File: src/rtl/pdt_pkg.sv
// Package for the deadtime block: command codes, field layout, reset values and timing constants.
// Assumes a command port driven by a management bus front end on the same clock.
package pdt_pkg;
  localparam logic [7:0] PDT_CMD_GAP_VALUES = 8'hDD;
  localparam logic [7:0] PDT_CMD_GAP_MODE = 8'hDE;
  localparam logic [15:0] PDT_GAP_VALUES_RST = 16'h1010;
  localparam logic [15:0] PDT_GAP_MODE_RST = 16'h8888;
  localparam int PDT_HL_LSB = 8;
  localparam int PDT_LH_LSB = 0;
  localparam int PDT_HL_FREEZE_BIT = 15;
  localparam int PDT_LH_FREEZE_BIT = 7;
  localparam int PDT_MIN_W = 7;
  localparam int PDT_CLK_PERIOD_NS = 4;
  localparam int PDT_STEP_NS = 2;
  localparam int PDT_HIST_LEN = 33;
endpackage : pdt_pkg

File: src/rtl/pdt_gap_ctrl.sv
// Deadtime control for two complementary gate-drive outputs, with fixed and adaptive modes.
// Assumes pwm_in and the adapt_* pulses come from logic on sys_clk; write_protect is a pin.
// Behaviour
// - High-to-low gap from upper byte, signed ns
// - Low-to-high gap from lower byte, signed ns
// - Positive gap keeps both drives off between
// - Negative gap overlaps drives by its magnitude
// - Gap write then mode write sets maximums
// - Frozen transition applies programmed gap exactly
// - Gap values reset to 1010h
// - Bit 15 zero adaptive, one frozen (H-L)
// - Bit 7 zero adaptive, one frozen (L-H)
// - Bits 14:8 set adaptive H-L minimum
// - Bits 6:0 set adaptive L-H minimum
// - Mode register resets to 8888h, frozen
// - Gap values read/write, write-protectable
`timescale 1ns/100ps
`default_nettype none
module pdt_gap_ctrl (
  input wire logic sys_clk,
  input wire logic reset_n,
  input wire logic cmd_valid,
  input wire logic cmd_write,
  input wire logic [7:0] cmd_code,
  input wire logic [15:0] cmd_wdata,
  output logic [15:0] cmd_rdata,
  output logic cmd_ack,
  output logic cmd_refused,
  input wire logic write_protect,
  input wire logic pwm_in,
  input wire logic adapt_up_hl,
  input wire logic adapt_dn_hl,
  input wire logic adapt_up_lh,
  input wire logic adapt_dn_lh,
  output logic gate_hi,
  output logic gate_lo,
  output logic [7:0] applied_hl,
  output logic [7:0] applied_lh
);
  import pdt_pkg::*;

  typedef struct packed {
    logic [15:0] values;
    logic [15:0] mode;
    logic [7:0] max_hl;
    logic [7:0] max_lh;
    logic [7:0] act_hl;
    logic [7:0] act_lh;
    logic last_gap_wr;
    logic wp_s1;
    logic wp_s2;
    logic [PDT_HIST_LEN-1:0] hist;
    logic [15:0] rdata;
    logic ack;
    logic refused;
    logic hi;
    logic lo;
  } pdt_state_s;

  pdt_state_s st_q;
  pdt_state_s st_d;

  // Magnitude in ns to whole clock cycles, rounded up so a gap is never shortened
  function automatic logic [5:0] pdt_cyc(input logic [7:0] mag);
    logic [8:0] sum;
    sum = {1'b0, mag} + 9'(PDT_CLK_PERIOD_NS - 1);
    pdt_cyc = sum[7:2];
  endfunction : pdt_cyc

  function automatic logic [7:0] pdt_abs(input logic [7:0] v);
    pdt_abs = v[7] ? 8'(-v) : v;
  endfunction : pdt_abs

  // Minimum field is even ns; the lowest bit is dropped for 2 ns resolution
  function automatic logic [7:0] pdt_min_ns(input logic [6:0] f);
    pdt_min_ns = {1'b0, f[6:1], 1'b0};
  endfunction : pdt_min_ns

  // Signed clamp; the minimum wins if a maximum was set below it
  function automatic logic [7:0] pdt_clamp(
    input logic [7:0] v,
    input logic [7:0] lo_v,
    input logic [7:0] hi_v
  );
    logic [7:0] r;
    r = v;
    if ($signed(r) > $signed(hi_v)) begin
      r = hi_v;
    end
    if ($signed(r) < $signed(lo_v)) begin
      r = lo_v;
    end
    pdt_clamp = r;
  endfunction : pdt_clamp

  // One adaptive step of 2 ns up or down, then clamped
  function automatic logic [7:0] pdt_step(
    input logic [7:0] v,
    input logic up,
    input logic dn,
    input logic [7:0] lo_v,
    input logic [7:0] hi_v
  );
    logic [7:0] r;
    r = v;
    // Guard band keeps a step from wrapping the signed range
    if (up && !dn && $signed(v) < $signed(8'h78)) begin
      r = v + 8'(PDT_STEP_NS);
    end else if (dn && !up && $signed(v) > $signed(8'h88)) begin
      r = v - 8'(PDT_STEP_NS);
    end
    pdt_step = pdt_clamp(r, lo_v, hi_v);
  endfunction : pdt_step

  // Delayed edge pair: rise after a cycles, fall after b cycles
  function automatic logic pdt_pulse(
    input logic [PDT_HIST_LEN-1:0] h,
    input logic [5:0] a,
    input logic [5:0] b
  );
    logic r;
    if (a >= b) begin
      r = h[a] & h[b];
    end else begin
      r = h[a] | h[b];
    end
    pdt_pulse = r;
  endfunction : pdt_pulse

  function automatic logic pdt_hit_values(input logic [7:0] code);
    pdt_hit_values = (code == PDT_CMD_GAP_VALUES);
  endfunction : pdt_hit_values

  function automatic logic pdt_hit_mode(input logic [7:0] code);
    pdt_hit_mode = (code == PDT_CMD_GAP_MODE);
  endfunction : pdt_hit_mode

  // Cycles the incoming drive waits; a negative gap gives no wait
  function automatic logic [5:0] pdt_wait_cyc(input logic [7:0] gap);
    logic [5:0] r;
    r = 6'h00;
    if (!gap[7]) begin
      r = pdt_cyc(gap);
    end
    pdt_wait_cyc = r;
  endfunction : pdt_wait_cyc

  // Cycles the outgoing drive is held on; only a negative gap overlaps
  function automatic logic [5:0] pdt_hold_cyc(input logic [7:0] gap);
    logic [5:0] r;
    r = 6'h00;
    if (gap[7]) begin
      r = pdt_cyc(pdt_abs(gap));
    end
    pdt_hold_cyc = r;
  endfunction : pdt_hold_cyc

  // Frozen applies the programmed gap; adaptive steps from the gap in use
  function automatic logic [7:0] pdt_next_gap(
    input logic frozen,
    input logic [7:0] prog,
    input logic [7:0] cur,
    input logic up,
    input logic dn,
    input logic [6:0] min_f,
    input logic [7:0] max_v
  );
    logic [7:0] r;
    if (frozen) begin
      r = prog;
    end else begin
      r = pdt_step(cur, up, dn, pdt_min_ns(min_f), max_v);
    end
    pdt_next_gap = r;
  endfunction : pdt_next_gap

  logic [7:0] gap_hl;
  logic [7:0] gap_lh;
  logic [5:0] hi_rise;
  logic [5:0] hi_fall;
  logic [5:0] lo_rise;
  logic [5:0] lo_fall;
  logic wr_ok;
  logic hit_values;
  logic hit_mode;

  always_comb begin
    st_d = st_q;
    st_d.wp_s1 = write_protect;
    st_d.wp_s2 = st_q.wp_s1;
    st_d.ack = 1'b0;
    st_d.refused = 1'b0;
    hit_values = pdt_hit_values(cmd_code);
    hit_mode = pdt_hit_mode(cmd_code);
    wr_ok = cmd_valid && cmd_write && !st_q.wp_s2;
    // Command port; only a known code is acknowledged, so ack and refusal never meet
    if (cmd_valid) begin
      if (cmd_write) begin
        if (st_q.wp_s2) begin
          st_d.refused = 1'b1;
        end else begin
          unique case (cmd_code)
            PDT_CMD_GAP_VALUES: begin
              st_d.values = cmd_wdata;
              st_d.ack = 1'b1;
            end
            PDT_CMD_GAP_MODE: begin
              st_d.mode = cmd_wdata;
              st_d.ack = 1'b1;
            end
            default: st_d.refused = 1'b1;
          endcase
        end
      end else begin
        unique case (cmd_code)
          PDT_CMD_GAP_VALUES: begin
            st_d.rdata = st_q.values;
            st_d.ack = 1'b1;
          end
          PDT_CMD_GAP_MODE: begin
            st_d.rdata = st_q.mode;
            st_d.ack = 1'b1;
          end
          default: begin
            st_d.rdata = 16'h0000;
            st_d.refused = 1'b1;
          end
        endcase
      end
    end
    // Any command other than a gap write, save a write refused by protection, breaks the gap-then-mode pairing
    if (wr_ok && hit_values) begin
      st_d.last_gap_wr = 1'b1;
    end else if (cmd_valid && !(cmd_write && st_q.wp_s2)) begin
      st_d.last_gap_wr = 1'b0;
    end
    if (wr_ok && hit_mode && st_q.last_gap_wr) begin
      st_d.max_hl = st_q.values[PDT_HL_LSB +: 8];
      st_d.max_lh = st_q.values[PDT_LH_LSB +: 8];
    end

    // Applied gaps; a frozen transition follows the programmed value one cycle later
    st_d.act_hl = pdt_next_gap(
      st_q.mode[PDT_HL_FREEZE_BIT],
      st_q.values[PDT_HL_LSB +: 8],
      st_q.act_hl,
      adapt_up_hl,
      adapt_dn_hl,
      st_q.mode[PDT_HL_LSB +: PDT_MIN_W],
      st_q.max_hl
    );
    st_d.act_lh = pdt_next_gap(
      st_q.mode[PDT_LH_FREEZE_BIT],
      st_q.values[PDT_LH_LSB +: 8],
      st_q.act_lh,
      adapt_up_lh,
      adapt_dn_lh,
      st_q.mode[PDT_LH_LSB +: PDT_MIN_W],
      st_q.max_lh
    );

    // Edge timing from pwm history
    gap_hl = st_q.act_hl;
    gap_lh = st_q.act_lh;
    hi_rise = pdt_wait_cyc(gap_lh);
    lo_fall = pdt_hold_cyc(gap_lh);
    lo_rise = pdt_wait_cyc(gap_hl);
    hi_fall = pdt_hold_cyc(gap_hl);
    st_d.hist = {st_q.hist[PDT_HIST_LEN-2:0], pwm_in};
    st_d.hi = pdt_pulse(st_d.hist, hi_rise, hi_fall);
    st_d.lo = pdt_pulse(~st_d.hist, lo_rise, lo_fall);
  end

  always_ff @(posedge sys_clk or negedge reset_n) begin
    if (!reset_n) begin
      st_q.last_gap_wr <= 1'b0;
      st_q.wp_s1 <= 1'b0;
      st_q.wp_s2 <= 1'b0;
      st_q.hist <= '0;
      st_q.rdata <= 16'h0000;
      st_q.ack <= 1'b0;
      st_q.refused <= 1'b0;
      st_q.hi <= 1'b0;
      st_q.lo <= 1'b0;
      st_q.values <= PDT_GAP_VALUES_RST;
      st_q.mode <= PDT_GAP_MODE_RST;
      st_q.max_hl <= PDT_GAP_VALUES_RST[15:8];
      st_q.max_lh <= PDT_GAP_VALUES_RST[7:0];
      st_q.act_hl <= PDT_GAP_VALUES_RST[15:8];
      st_q.act_lh <= PDT_GAP_VALUES_RST[7:0];
    end else begin
      st_q <= st_d;
    end
  end

  assign cmd_rdata = st_q.rdata;
  assign cmd_ack = st_q.ack;
  assign cmd_refused = st_q.refused;
  assign gate_hi = st_q.hi;
  assign gate_lo = st_q.lo;
  assign applied_hl = st_q.act_hl;
  assign applied_lh = st_q.act_lh;
endmodule : pdt_gap_ctrl
`default_nettype wire

File: config.mk
export PLATFORM = sky130hd
export DESIGN_NAME = pdt_gap_ctrl
export DESIGN_NICKNAME = d
export VERILOG_FILES = /design/src/rtl/pdt_pkg.sv /design/src/rtl/pdt_gap_ctrl.sv
export SDC_FILE = /design/constraint.sdc
export NUM_CORES = 1
export LEC_CHECK = 0
export BUFFER_PORTS_ARGS = -buffer_cell sky130_fd_sc_hd__buf_2
export CAP_MARGIN = 20
export CORE_MARGIN = 5
export CORE_UTILIZATION = 25
export DETAILED_ROUTE_END_ITERATION = 10
export SKIP_CTS_REPAIR_TIMING = 1
export SLEW_MARGIN = 20
export SYNTH_ARGS = -nofsm -noshare
export SYNTH_HDL_FRONTEND = slang
export SYNTH_SLANG_ARGS = --single-unit
File: constraint.sdc
create_clock -name sys_clk -period 5.2 [get_ports sys_clk]
set_input_delay 0.26 -clock sys_clk [delete_from_list [all_inputs] [get_ports sys_clk]]
set_output_delay 0.26 -clock sys_clk [all_outputs]
set_load 0.1 [all_outputs]
==> results of run 1 <==
[registers in the layout, summed over array words and instances, names as in the netlist]
name	flops
gate_lo	1
applied_hl	8
st_d	33
applied_lh	8
cmd_ack	1
cmd_refused	1
st_q	50
cmd_rdata	16
gate_hi	1
[power breakdown]
part           internal [W]  switching (W)  total (W)  leakage (nW)
clock network      0.000772       0.000452    0.00122         0.298
logic              0.000125       0.000208   0.000333          2.76
registers          0.000953      0.0000367   0.000989          1.45
total               0.00185       0.000697    0.00255          4.51
[routing by layer]
metal | track usage | up-vias
met2 | 0.196 | 220
met3 | 0.0248 | 41
met1 | 0.171 | 3485
met4 | 0.0341 | 0
met5 | 0 | -
li1 | - | 3425
[area by class of cell]
cell class / count / area (sq um) / share of cell area
multi-input cells: 663 / 5130 / 0.495
well taps: 448 / 561 / 0.0541
clock buffers: 19 / 443 / 0.0427
clock inverters: 13 / 169 / 0.0163
inverters: 55 / 221 / 0.0214
repair buffers: 132 / 852 / 0.0822
flip-flops and latches: 119 / 2990 / 0.289
[metrics by stage]
stage	setup TNS, ps	cell area [sq um]	hold WS (ps)
floorplan	-16.8	8550	-35.6
global placement	0	9390	333
detailed placement	-279	9390	336
CTS	-621	10000	-105
global route	-1080	10400	38.4
finish	0	10400	60.2
[layout by cell type (no fill, tap or decap), types with 43 or more instances in the layout]
cell type,synthesis,final
buf_2,12,68
nand2_1,100,99
inv_1,51,49
mux2i_1,56,56
mux2_2,51,45
buf_4,33,55
nor2_1,44,43
o21ai_0,65,59
dfrtp_1,109,108
ha_1,50,43
[cell families (layout without fill, tap and decap cells)]
kind of cell | Yosys count | in the layout
AO/OA/AOI/OAI | 218 | 218
flip-flops | 119 | 119
multiplexers | 110 | 110
buffers and inverters | 126 | 219
XOR/XNOR | 30 | 30
AND/OR/NAND/NOR | 252 | 252
adder cells (fa/ha/maj) | 53 | 53
[worst min path at each step]
| stage | start | end | slack [ps] | cells after the start |
|---|---|---|---|---|
| after floorplan | reset_n | applied_hl[0] | -40 | 0 |
| after global placement | reset_n | st_d[29] | 330 | 1 |
| after detailed placement | reset_n | st_d[29] | 340 | 1 |
| after CTS | reset_n | st_d[29] | -110 | 1 |
| after global routing | pwm_in | st_d[21] | 40 | 1 |
| final | cmd_wdata[3] | st_q[91] | 60 | 3 |
[critical path, delay by kind of cell, from the launching register on]
kind	cells	cell delay, ps
AO/OA/AOI/OAI	9	1910
XOR/XNOR	1	150
adder cells (fa/ha/maj)	4	950
buffers and inverters	4	390
flip-flops	1	410
multiplexers	1	320
AND/OR/NAND/NOR	6	890
[synth_stat cells (all sizes together), types with 3 or more instances]
master	n
mux2	53
o221ai	7
o31ai	6
o32ai	5
o21a	7
nor2	46
a31oi	14
o41ai	4
dfrtp	109
a21oi	27
nor3	10
a21boi	3
or3	6
a221o	3
mux2i	57
xnor2	12
nand2	101
buf	47
ha	50
a2111oi	7
and3	4
nand4	11
inv	55
and2	5
o21ai	67
nor3b	5
nand3	14
maj3	3
xor2	18
a21o	11
dfstp	10
a22oi	19
clkbuf	24
and4	4
nor4	5
nor2b	10
a211o	7
nand2b	16
o211ai	4
a211oi	11
or2	5
==> impl_results.md, run 1 <==
- Initial antenna violation count: 0
- H-tree Lvls: 4
- Antenna Diode Count: 0
- Synth Area in Adders: 0.0775
- Main synth FF type: dfrtp_1
- Fin util: 0.309
- Syn Std Cell Area: 0.00848 sq mm
- Flop-to-flop setup slack: 80 ps
- Share of cells above drive strength 1: 0.282
- Syn Area/Cell: 9.33 sq um
- Largest cells by area after synthesis: dfrtp_1 (32%), ha_1 (7.4%), mux2_2 (6.8%)
- Status: complete, no violations
- Port Buffer Count: roughly 70
- Via-per-instance ratio: 4.95
- Main combinational cell family by area after synthesis: compound AO/OA/AOI/OAI gates
- Fin worst setup slack: approximately 77 ps
- Synth cell types: 84
- Clk_skew: 13.9 ps
- Slowest cell on crit path: dfrtp_1
- Post-Synth Simple-Gate Area: 0.149
- RR Startpoint: applied_lh[2]
- FF+latch count, synth: roughly 120
- Placed Cells: 1399
- All-Layer GR Usage: 0.123
- R2r endpoint: applied_lh[1]
- Detailed Route WL: approximately 24 mm
- Pwr Density: 246 mW/mm^2
- Largest net degree at the start of global routing: 70
- CP Data Arrival Time: 5430 ps
- Slew margin rel.: 0.320
- Final Non-Filler Cells: approximately 1400
- Clk Latency, worst-skew pair: 420 ps
- Compound-cell area share of the yosys netlist: 0.178
- FF-to-FF path depth: 25
- Pin slew with the least headroom to its limit: slightly above 1000 ps
- Crit path launch: applied_lh[2]
- Row cnt: 67
- Sink Count: roughly 120
- WP data required: about 5500 ps
- CP Capture Type: flop
- Worst path max stage delay: 410 ps
- Ys Warns: 0
- Syn Inst Count: ~910
- Area share of the largest cell type after synthesis: 0.322
- Area Overhead vs Synth: 22.3%
- Mux cell area share after synthesis: 0.139
- Peak supply drop: ~0.00020 V
- Final Hold Vio Count: 0
- WL met3: between 1 and 1.5 mm
- Metal-1 WL: between 10 and 15 mm
- Max-cap violations: 0
- Nature of the critical path startpoint: flop
- Total power: approximately 0.0025 W
- RSZ-0062 raised after global routing: true
- CTS tree: done
- Placer Congestion: 0.895
- Worst-path clk slew: approximately 60 ps
- Fmax: approximately 0.20 GHz
- Worst hold path type: input port to flop
- Antenna Nets Post-Route: 0
- DP Worst Slack: -88.2 ps
- Max Slew Vio Count: 0
- DR WL met2: 11.2 mm
- Crit share post-route: 0.985
- CORE AREA: roughly 0.034 sq mm
- Final min period: between 5000 and 6000 ps
- Post-synth top area cell: dfrtp_1
- Vias: between 7000 and 8000
- Critical Path Sink: applied_lh[1]
- IO Pins: 70
- DRC Markers: 0
- XOR/XNOR share of the synthesized area: 0.0319
- Root Driver: clkbuf_16
- Grt ovf: 0
- Setup-violating endpoint count in the final report: 0
- Filler Cells Inserted: 3537
- Num CTS Buffers: 17
- FFs w/ async S/R, synth: 1.00
- Detailed router's first-iteration violation count: approximately 660
- Sequential area share after synthesis: 0.353
- Post-synth net total: roughly 990
- Dpl hpwl: approximately 18 mm
- Highest routed layer: met4
- Post-synth EDFFs: 0
- Die Ht: roughly 190 um
- Peak fanout along the critical path: 8
- Starting Density: 0.253
- Pre-antenna DRT Iters: 7
- P_leak: 4.51 nW
- First-pass GRT wire length: around 38 mm
- Drt wl/cell: 16.6 um
- Total Die Area: between 0.03 and 0.04 sq mm
- Crit Path Class: flop to flop
- Final nets: ~1100
- Clock buffer depth: 2
- Chip width: 194 um
- Vias in the first global route: 7055
No activity file was read; power rests on OpenSTA's default activity.
==> run 2: changes to the inputs <==
ABC_AREA = 1   (was unset)
CORE_MARGIN = 3   (was 5)
==> run 2 against run 1 <==
Worst hold slack worse by 9.3 ps. Critical path depth rose by 10. Critical path type unchanged. Critical endpoint is now applied_hl[1]. Combinational power grew to 9.0 times the previous value. Count of clock-buffer cells in the layout is 1 higher. Sequential power is 19% higher. Non-clock buffer count decreased by 52.
==> impl_results.md, run 2 <==
- Worst path max stage delay: 440 ps (+30 ps)
- Dpl hpwl: 18.1 mm (+2.6%)
- Most frequent CP cell: nand2_1
- Syn Area/Cell: 7.07 sq um (-24%)
- Post-synth top area cell: dfrtp_1
- Antenna Nets Post-Route: 0 (unchanged)
- Final non-filler cell area: 0.00989 sq mm (-4.6%)
- Largest cells by area after synthesis: dfrtp_1 (31%), nand2_1 (14%), ha_1 (7.1%)
- Row cnt: 67 (unchanged)
- Max-cap violations: 0 (unchanged)
- Area after DPL: 0.00923 sq mm (-1.6%)
- Total Die Area: 0.0374 sq mm (-0.83%)
- Filler Cells Inserted: 3765 (+6.4%)
- First-pass GRT wire length: 40.7 mm (+6.2%)
- Critical hold path startpoint: pwm_in
- Largest net degree at the start of global routing: 64 (-8.6%)
- Sink Count: 119 (unchanged)
- CTS tree: done
- R2r endpoint: applied_hl[1]
- Commonest non-fill, non-tap cell in the layout: nand2_1
- Final min period: 4660 ps (-460 ps)
- Num CTS Buffers: 17 (unchanged)
- FF+latch count, synth: 119 (unchanged)
- All-Layer GR Usage: 0.129 (+0.00592)
- Area share of the largest cell type after synthesis: 0.311 (-0.0109)
- Final Hold Vio Count: 0 (unchanged)
- Status: complete, no violations
- Syn Std Cell Area: 0.00877 sq mm (+3.5%)
- Peak fanout along the critical path: 10 (+2)
- Initial antenna violation count: 0 (unchanged)
- Flop-to-flop setup slack: 540 ps (+460 ps)
- CORE AREA: 0.0340 sq mm (+1.5%)
- Pin slew with the least headroom to its limit: 952 ps (-60.0 ps)
- Post-synth EDFFs: 0 (unchanged)
- Worst hold path type: input port to flop
- Main synth FF type: dfrtp_1
- Peak supply drop: 0.000250 V (+23%)
- RR Startpoint: applied_hl[1]
- Crit Path Class: flop to flop
- CP Data Arrival Time: 4960 ps (-470 ps)
- RSZ-0062 raised after global routing: false
- Worst-path clk slew: 60 ps (about the same)
- Antenna Diode Count: 0 (unchanged)
- Post-synth net total: 1324 (+33%)
- Synth top cells by count: nand2_1 (318), inv_1 (159), nand3_1 (116), dfrtp_1 (109), o21ai_0 (95)
- Share of cells above drive strength 1: 0.139 (-0.143)
- Starting Density: 0.258 (+0.00498)
- Detailed router's first-iteration violation count: 744 (+12%)
- Via-per-instance ratio: 4.72 (-4.7%)
- Clock buffer depth: 2 (unchanged)
- Chip width: 193 um (-0.41%)
- Final hold slack: 50.9 ps (-9.29 ps)
- Slew margin rel.: 0.364 (+0.0433)
- Area Overhead vs Synth: 12.8%
- Grt ovf: 0 (unchanged)
- Drt wl/cell: 14.1 um (-15%)
- Detailed Route WL: 24.4 mm (+1.1%)
- FF-to-FF path depth: 35 (+40%)
- Flip-flop count of the largest register after layout: 50 (unchanged)
- H-tree Lvls: 4 (unchanged)
- Pwr Density: 543 mW/mm^2 (+120%)
- Sequential area share after synthesis: 0.341 (-0.0119)
- Setup-violating endpoint count in the final report: 0 (unchanged)
- Crit share post-route: 0.897 (-0.0884)
- Hold path depth: 1 (-2)
- Max Slew Vio Count: 0 (unchanged)
- Vias: 8115 (+13%)
- WP data required: 5490 ps (-20 ps)
- CP Capture Type: flop
- Count leader, synth: nand2_1
- WHS Endpoint: st_d[21]
- Nature of the critical path startpoint: flop
- Ys Warns: 0 (unchanged)
- Pre-antenna DRT Iters: 5 (-2)
- Die Ht: 193 um (-0.41%)
- IO Pins: 70 (unchanged)
- Clk_skew: 15.0 ps (+1.13 ps)
- DRC Markers: 0 (unchanged)
- Largest Register: st_q
- Slowest cell on crit path: dfrtp_2
- Vias in the first global route: 7969 (+13%)
- FFs w/ async S/R, synth: 1.00 (unchanged)
- Port Buffer Count: 69 (unchanged)
- Synth cell types: 45 (-46%)
- Most frequent cells in the layout: nand2_1 (317), inv_1 (157), nand3_1 (115), dfrtp_1 (106), o21ai_0 (95)
- Placer Congestion: 0.921 (+2.9%)
- Final nets: 1344 (+25%)
- Clk Latency, worst-skew pair: 420 ps (about the same)
- Root Driver: clkbuf_16
- Fmax: 0.214 GHz (+9.9%)
- Syn Inst Count: 1240 (+37%)
- P_leak: 4.79 nW (+6.4%)
- Setup TNS: 0 ps (unchanged)
-- run 2: cell types whose count changed in the layout (fill, tap and decap cells not counted), moves of 19 or more --
cell / change
a21oi_1: +27
a22oi_1: -19
buf_4: -45
inv_1: +108
mux2_2: -45
mux2i_1: -56
nand2_1: +218
nand3_1: +101
nor2_1: +26
o21ai_0: +36
-- run 2: how the worst max path moves through the flow --
stage                              from            end  slack [ps]  cells after the start
after global placement    applied_lh[2]  applied_lh[1]         530                     30
after detailed placement  applied_lh[2]  applied_lh[1]         370                     32
after CTS                 applied_lh[2]  applied_lh[1]         370                     32
after global routing      applied_hl[1]  applied_hl[1]          60                     34
after floorplan           applied_hl[2]  applied_hl[1]         950                     33
final                     applied_hl[1]  applied_hl[1]         540                     35
-- run 2: stage by stage --
step,instances,setup WS (ps),util,total power (W)
floorplan,1240,951,-,0.00360
global placement,1684,533,0.271,0.00409
detailed placement,1684,369,0.271,0.00411
CTS,1716,372,0.289,0.00534
global route,1721,56.3,0.291,0.00584
finish,1721,536,0.291,0.00537
-- run 2: cell type report --
| type | count | area [sq um] | area share |
|---|---|---|---|
| Multi-Input combinational cell | 865 | 4630 | 0.468 |
| Clock inverter | 12 | 166 | 0.0168 |
| Tap cell | 448 | 561 | 0.0567 |
| Timing Repair Buffer | 80 | 435 | 0.0440 |
| Inverter | 177 | 664 | 0.0672 |
| Sequential cell | 119 | 2990 | 0.303 |
| Clock buffer | 20 | 437 | 0.0441 |
-- run 2: cell families (layout without fill, tap and decap cells) --
logic type               Yosys count  count (layout)  synth area share
flip-flops                       119             119             0.341
AO/OA/AOI/OAI                    220             220             0.145
XOR/XNOR                          15              15            0.0158
AND/OR/NAND/NOR                  580             580             0.294
adder cells (fa/ha/maj)           50              50            0.0713
buffers and inverters            256             289             0.132
-- run 2: report_power, final --
part	internal, W	switching [W]
clock network	0.000762	0.000447
logic	0.000900	0.00209
registers	0.00104	0.000140
-- run 2: critical path, delay by kind of cell (launching register included) --
family,cells,cell delay [ps]
adders and majority gates,4,1080
AOI/OAI and AO/OA,8,980
DFF,1,440
and+or+nand+nor,15,1160
buffers and inverters,8,890
-- run 2: metal layers --
| layer | vias to the layer above | GRT usage | routed length, um |
|---|---|---|---|
| met2 | 199 | 0.210 | 11300 |
| met5 | - | 0 | 0 |
| met1 | 3799 | 0.176 | 11600 |
| li1 | 4088 | - | - |
| met3 | 29 | 0.0233 | 1070 |
| met4 | 0 | 0.0370 | 427 |
